[src/common/stcs_defs.vh]
// Register map and field constants of the self-test and clock bank
// Function
// - Wave RAM test control, bits 1:0: 00 keeps it idle, 11 runs it.
// - Data RAM test control, bits 3:2: 00 idle, 11 run; both reset to 0.
// - Wave RAM complete flag, status bit 0, reads 1 once the test is done.
// - Data RAM complete flag, status bit 3, reads 1 once the test is done.
// - Data RAM fail field, status bits 5:4, reads 11 on failure, else 00.
// - Clock select, bits 1:0, picks 1, 2, 4 or 8 MHz and resets to 01.
// - Clock report, bits 5:4, shows the clock in use and resets to 01.
// - Memory error flag, bit 2, sets on error, clears on write 1, resets 0.
`ifndef STCS_DEFS_VH
`define STCS_DEFS_VH
// ----------------------------------------
// Addresses
// ----------------------------------------
`define STCS_ADDR_W 32
`define STCS_ADDR_RAM_SELFTEST_CONTROL 32'h40000502
`define STCS_ADDR_RAM_SELFTEST_STATUS 32'h40000503
`define STCS_ADDR_CPU_FREQUENCY_CONTROL 32'h40000504
`define STCS_ADDR_PROGRAM_MEMORY_STATUS 32'h40000505
`define STCS_DI_PAGE 4'h2
`define STCS_DI_OFS_RAM_SELFTEST_CONTROL 8'h02
`define STCS_DI_OFS_RAM_SELFTEST_STATUS 8'h03
`define STCS_DI_OFS_CPU_FREQUENCY_CONTROL 8'h04
`define STCS_DI_OFS_PROGRAM_MEMORY_STATUS 8'h05
// ----------------------------------------
// Fields
// ----------------------------------------
`define STCS_TEST_IDLE 2'h0
`define STCS_TEST_RUN 2'h3
`define STCS_FAIL_CODE 2'h3
`define STCS_CTRL_RST 2'h0
`define STCS_CLK_RST 2'h1
`define STCS_WAVE_DONE_BIT 0
`define STCS_WAVE_FAIL_BIT 1
`define STCS_DATA_DONE_BIT 3
`define STCS_DATA_FAIL_LSB 4
`define STCS_CLK_REPORT_LSB 4
`define STCS_PM_ERR_BIT 2
`endif

[src/rtl/stcs_regs.v]
// Self-test, CPU clock and program memory status register bank
`timescale 1ns/1ps
`include "stcs_defs.vh"
module stcs_regs (
  input wire ref_clk,
  input wire rstn,
  input wire [31:0] cpu_addr,
  input wire cpu_wr,
  input wire [7:0] cpu_wdata,
  output reg [7:0] cpu_rdata,
  input wire [3:0] di_page,
  input wire [7:0] di_offset,
  input wire di_wr,
  input wire [7:0] di_wdata,
  output reg [7:0] di_rdata,
  input wire wave_engine_done,
  input wire wave_engine_fail,
  input wire data_engine_done,
  input wire data_engine_fail,
  output wire wave_ram_test_run,
  output wire data_ram_test_run,
  output wire [1:0] cpu_clk_select,
  input wire [1:0] cpu_clk_active,
  input wire program_memory_error
);
  // ----------------------------------------
  // Address decode
  // ----------------------------------------
  function [1:0] stcs_idx_cpu;
    input [31:0] a;
    begin
      stcs_idx_cpu = a[1:0] - 2'h2;
    end
  endfunction

  wire cpu_hit = (cpu_addr >= `STCS_ADDR_RAM_SELFTEST_CONTROL) &&
                 (cpu_addr <= `STCS_ADDR_PROGRAM_MEMORY_STATUS);
  wire di_hit = (di_page == `STCS_DI_PAGE) &&
                (di_offset >= `STCS_DI_OFS_RAM_SELFTEST_CONTROL) &&
                (di_offset <= `STCS_DI_OFS_PROGRAM_MEMORY_STATUS);
  wire [1:0] cpu_idx = stcs_idx_cpu(cpu_addr);
  wire [1:0] di_idx = di_offset[1:0] - 2'h2;
  // Processor bus wins if both ports write in the same cycle
  wire cpu_we = cpu_wr && cpu_hit;
  wire di_we = di_wr && di_hit && !cpu_we;
  wire wr_any = cpu_we || di_we;
  wire [1:0] wr_idx = cpu_we ? cpu_idx : di_idx;
  wire [7:0] wr_data = cpu_we ? cpu_wdata : di_wdata;

  // ----------------------------------------
  // Write strobes
  // ----------------------------------------
  wire wr_ctrl = wr_any && (wr_idx == 2'h0);
  wire wr_clk = wr_any && (wr_idx == 2'h2);
  wire wr_pm = wr_any && (wr_idx == 2'h3);
  // Only bit 2 of a status write is a clear request
  wire pm_clear = wr_pm && wr_data[`STCS_PM_ERR_BIT];

  // ----------------------------------------
  // Writable state
  // ----------------------------------------
  reg [1:0] wave_ctrl;
  reg [1:0] data_ctrl;
  reg [1:0] clk_sel;
  reg pm_err;
  reg [1:0] clk_report;
  reg [1:0] next_wave_ctrl;
  reg [1:0] next_data_ctrl;
  reg [1:0] next_clk_sel;
  reg next_pm_err;

  // Bits 7:4 are dropped so the reserved bits always read zero
  always @* begin
    next_wave_ctrl = wave_ctrl;
    next_data_ctrl = data_ctrl;
    if (wr_ctrl) begin
      next_wave_ctrl = wr_data[1:0];
      next_data_ctrl = wr_data[3:2];
    end
  end

  // Every select code is legal, so no filtering is needed
  always @* begin
    next_clk_sel = clk_sel;
    if (wr_clk) begin
      next_clk_sel = wr_data[1:0];
    end
  end

  // A new error wins over a clearing write in the same cycle,
  // so software never loses an error that lands during its clear
  always @* begin
    next_pm_err = pm_err;
    if (program_memory_error) begin
      next_pm_err = 1'b1;
    end else if (pm_clear) begin
      next_pm_err = 1'b0;
    end
  end

  always @(posedge ref_clk or negedge rstn) begin
    if (!rstn) begin
      wave_ctrl <= `STCS_CTRL_RST;
      data_ctrl <= `STCS_CTRL_RST;
      clk_sel <= `STCS_CLK_RST;
      clk_report <= `STCS_CLK_RST;
      pm_err <= 1'b0;
    end else begin
      wave_ctrl <= next_wave_ctrl;
      data_ctrl <= next_data_ctrl;
      clk_sel <= next_clk_sel;
      // One register stage on the active clock code, so it lags a cycle
      clk_report <= cpu_clk_active;
      pm_err <= next_pm_err;
    end
  end

  assign cpu_clk_select = clk_sel;

  // ----------------------------------------
  // Self-test trackers
  // ----------------------------------------
  wire wave_complete;
  wire wave_failed;
  wire data_complete;
  wire data_failed;

  stcs_test_tracker u_wave (
    .ref_clk(ref_clk),
    .rstn(rstn),
    .run_code(wave_ctrl),
    .engine_done(wave_engine_done),
    .engine_fail(wave_engine_fail),
    .engine_start(wave_ram_test_run),
    .complete(wave_complete),
    .failed(wave_failed)
  );

  stcs_test_tracker u_data (
    .ref_clk(ref_clk),
    .rstn(rstn),
    .run_code(data_ctrl),
    .engine_done(data_engine_done),
    .engine_fail(data_engine_fail),
    .engine_start(data_ram_test_run),
    .complete(data_complete),
    .failed(data_failed)
  );

  // ----------------------------------------
  // Read mux
  // ----------------------------------------
  function [7:0] stcs_read;
    input [1:0] idx;
    input [1:0] wc;
    input [1:0] dc;
    input wd;
    input wf;
    input dd;
    input df;
    input [1:0] cs;
    input [1:0] cr;
    input pe;
    begin
      case (idx)
        2'h0: stcs_read = {4'h0, dc, wc};
        // The fail field is only meaningful with done set
        2'h1: stcs_read = {2'h0, (df ? `STCS_FAIL_CODE : 2'h0), dd,
                           1'b0, wf, wd};
        2'h2: stcs_read = {2'h0, cr, 2'h0, cs};
        2'h3: stcs_read = {5'h00, pe, 2'h0};
        default: stcs_read = 8'h00;
      endcase
    end
  endfunction

  always @(posedge ref_clk or negedge rstn) begin
    if (!rstn) begin
      cpu_rdata <= 8'h00;
      di_rdata <= 8'h00;
    end else begin
      // Unmapped addresses read zero on both ports
      cpu_rdata <= cpu_hit ? stcs_read(cpu_idx,
        wave_ctrl,
        data_ctrl,
        wave_complete,
        wave_failed,
        data_complete,
        data_failed,
        clk_sel,
        clk_report,
        pm_err) : 8'h00;
      di_rdata <= di_hit ? stcs_read(di_idx,
        wave_ctrl,
        data_ctrl,
        wave_complete,
        wave_failed,
        data_complete,
        data_failed,
        clk_sel,
        clk_report,
        pm_err) : 8'h00;
    end
  end
endmodule // stcs_regs

[src/rtl/stcs_test_tracker.v]
// Tracks one RAM self-test: run command in, complete and fail status out
`timescale 1ns/1ps
`include "stcs_defs.vh"
module stcs_test_tracker (
  input wire ref_clk,
  input wire rstn,
  input wire [1:0] run_code,
  input wire engine_done,
  input wire engine_fail,
  output wire engine_start,
  output reg complete,
  output reg failed
);
  // ----------------------------------------
  // Control decode
  // ----------------------------------------
  // Reserved codes are treated as idle so a stray write cannot start a test
  assign engine_start = (run_code == `STCS_TEST_RUN);

  // ----------------------------------------
  // Status
  // ----------------------------------------
  always @(posedge ref_clk or negedge rstn) begin
    if (!rstn) begin
      complete <= 1'b0;
      failed <= 1'b0;
    end else if (!engine_start) begin
      complete <= 1'b0;
      failed <= 1'b0;
    end else if (engine_done && !complete) begin
      complete <= 1'b1;
      failed <= engine_fail;
    end
  end
endmodule // stcs_test_tracker
[config.mk]
export PLATFORM = sky130hd
export DESIGN_NAME = stcs_regs
export DESIGN_NICKNAME = d
export VERILOG_FILES = /design/src/rtl/stcs_regs.v /design/src/rtl/stcs_test_tracker.v
export VERILOG_INCLUDE_DIRS = /design/src /design/src/common
export SDC_FILE = /design/constraint.sdc
export NUM_CORES = 1
export LEC_CHECK = 0
export BUFFER_PORTS_ARGS = -buffer_cell sky130_fd_sc_hd__buf_4
export CAP_MARGIN = 20
export CORE_MARGIN = 1.5
export CORE_UTILIZATION = 40
export DETAILED_ROUTE_END_ITERATION = 6
export PLACE_DENSITY = 0.84
export SLEW_MARGIN = 20
export SYNTH_ARGS = -nofsm -noshare
export SYNTH_HDL_FRONTEND = slang
export SYNTH_HIERARCHICAL = 1
export SYNTH_SLANG_ARGS = --single-unit
[constraint.sdc]
create_clock -name ref_clk -period 1.21 [get_ports ref_clk]
set_clock_uncertainty 0.15 [all_clocks]
set_input_delay 0.121 -clock ref_clk [delete_from_list [all_inputs] [get_ports ref_clk]]
set_output_delay 0.121 -clock ref_clk [all_outputs]
set_load 0.01 [all_outputs]
==> metrics.txt <==
status complete, but fails checks; failing checks setup timing; multi-input logic area 804.5 sq um; Initial Utilization 41.73%; Post-synth EDFFs 0; maximum vdd ir drop between 0.3 and 0.4 mV; clk slew on worst S/H paths roughly 130 ps; routed via count 1682; Die Height 62.01 microns; largest net degree at the start of global routing 26; DR pass1 iterations 4; final setup vio count 12; share of cells above drive strength 1 53.26%; CTS tree done; XOR/XNOR Fraction of Synth Area less than 1%; pwr dens 664.2 nW/um^2; Post-synth top flop dfrtp_1; placed insts roughly 280; worst slack, placed -644.4 ps; Post-Syn Instances 143; Final nets 333; critical path startpoint category input pin; Synth Area in Compound Gates 18.33%; Total Power 1.691 mW; final worst slack -206.5 ps; Slew Limit Fails 0; asr flop ratio synth 100.0%; fin crit share 117.1%; Sink Count 25; initial antenna violation count 0; Synth top area share 41.33%; CTS max path bufs 2; port bufs between 70 and 80; Finished Core Util 76.30%; Worst EP arrival 1490 ps; critical path peak fanout 3; Seq. cell area 628.1 sq um; Non-Filler Instances between 300 and 400; area leader, netlist dfrtp_1; top cells by area, synth dfrtp_1 41%, nor2_1 4.6%, mux2i_1 4.3%; final hold violations 0; final wirelength 4800 microns; CP endpoint kind flop; Worst EP required 1280 ps; Cell Rows 21; cts bufs inserted 3; Die X roughly 62 microns; Worst slew margin 63.69%; ANT nets after route 0; Wirelength per Cell about 16 microns; sequential cell area fraction in the yosys report 45.10%; Synth Area per Inst 9.738 sq um; detailed placement HPWL 3040 microns; Final GP Congestion 0.9281; Seq cells post-synth 25; number of fillers in the final layout 225; area growth from synthesis to layout 82.84%; Vias/cell 5.479; post-synthesis cell type count 39; multiplexer share of the synthesized area 4.313%; Simple-Gate Fraction of Synth Area 24.35%; gr ovfl total 0; Die Area 3845 sq um; RSZ-0062 raised after global routing yes; Slew @ Worst Pin 542.2 ps; ANT cells 0; worst hold slack 47.13 ps; f_max approximately 710 MHz; max-cap violations 0; commonest cells after routing, fill and taps aside 91 x buf_4, 23 x dfrtp_1, 17 x nor2_1, 16 x dlygate4sd3_1, 11 x buf_6; initial detailed-routing violation count ~110; Post-Syn Area 1393 sq um; Adder-Cell Fraction of Synth Area 0%; core area 3337 sq um; DRC errors left 0; Root Driver clkbuf_4; Tot GR Track Use between 20% and 30%; Hold Path Class in -> reg; Synth Warn # 6; H-tree depth 1; minimum clock period after layout 1417 ps; total leakage power 1.232 nW; first-pass GRT wire length 6672 microns; I/O pin count 91; clock latency on the worst-skew pair 320 ps; vias in the first global route approximately 1500; commonest non-fill, non-tap cell in the layout buf_4; Worst Setup Path Type in -> reg; largest family of logic cells by synthesized area simple AND/OR/NAND/NOR gates
## per-stage QoR
step	TNS (ps)	cell area, sq um
2_1_floorplan	-2898	1410
3_3_place_gp	-6391	2117
3_5_place_dp	-6559	2117
4_1_cts	-1462	2394
5_1_grt	-2437	2546
6_report	-1506	2546
## cell type report
type / instances / area share, %
Clock buffer: 4 / 1.032
Inverter: 8 / 1.278
Multi-Input combinational cell: 104 / 31.60
Sequential cell: 25 / 24.67
Tap cell: 46 / 2.260
Timing Repair Buffer: 120 / 39.16
## report_power, final
part / switching [mW] / internal, mW
sequential: 0.0215 / 0.860
clock: 0.236 / 0.129
combinational: 0.185 / 0.260
total: 0.442 / 1.25
## synth_stat cells, drive strengths merged, types with 3 or more instances
cell type,instances
dfrtp,23
nor2,17
nand2,12
buf,8
inv,8
o211ai,7
a21oi,6
mux2i,6
o221a,6
nand3,5
nor4,4
a22oi,3
and4,3
## registers in the layout, summed over array words and instances (netlist names)
register         cells
clk_report           2
cpu_clk_select       2
cpu_rdata            6
data_ctrl            2
di_rdata             6
pm_err               1
u_data/complete      1
u_data/failed        1
u_wave/complete      1
u_wave/failed        1
wave_ctrl            2
## kinds of logic after synthesis
family | Yosys count
and+or+nand+nor | 60
muxes | 6
other | 1
xor gates and xnor gates | 1
AOI/OAI and AO/OA | 33
buffers and inverters | 17
DFF | 25
## critical path: stages
cell,delay (ps)
buf_6,100
nor4b_4,300
and4_4,280
nand2_2,50
or4_4,410
o221a_1,220
## final timing paths
| path | startpoint | end | cells after the start | slack, ps |
|---|---|---|---|---|
| max in group asynchronous | rstn | clk_report[0]$_DFF_PN1_ | 2 | 540 |
| hold / removal | di_offset[1] | pm_err$_DFFE_PN0P_ | 3 | 50 |
| min in group asynchronous | rstn | pm_err$_DFFE_PN0P_ | 2 | 70 |
| hold reg to reg | clk_report[0]$_DFF_PN1_ | di_rdata[4]$_DFF_PN0_ | 2 | 360 |
| setup / recovery | di_page[2] | cpu_clk_select[1]$_DFFE_PN0P_ | 6 | -210 |
| setup reg to reg | data_ctrl[1]$_DFFE_PN0P_ | data_ctrl[1]$_DFFE_PN0P_ | 5 | -20 |
## metal layers
| layer | wire length (microns) | global-route usage (%) | share of wire (%) |
|---|---|---|---|
| met1 | 1659 | 28.77 | 35 |
| met2 | 2532 | 41.22 | 53 |
| met3 | 422 | 3.727 | 8.8 |
| met4 | 185 | 11.85 | 3.9 |
| met5 | 0 | 0 | 0 |
## timing repair
action,in CTS,in global routing
hold buffers,16,0
endpoints found under the hold margin,38,0
setup endpoints to repair,13,18
setup buffers,5,3
gates resized for setup,15,29
pin swaps,13,16
No activity file was read; power rests on OpenSTA's default activity.
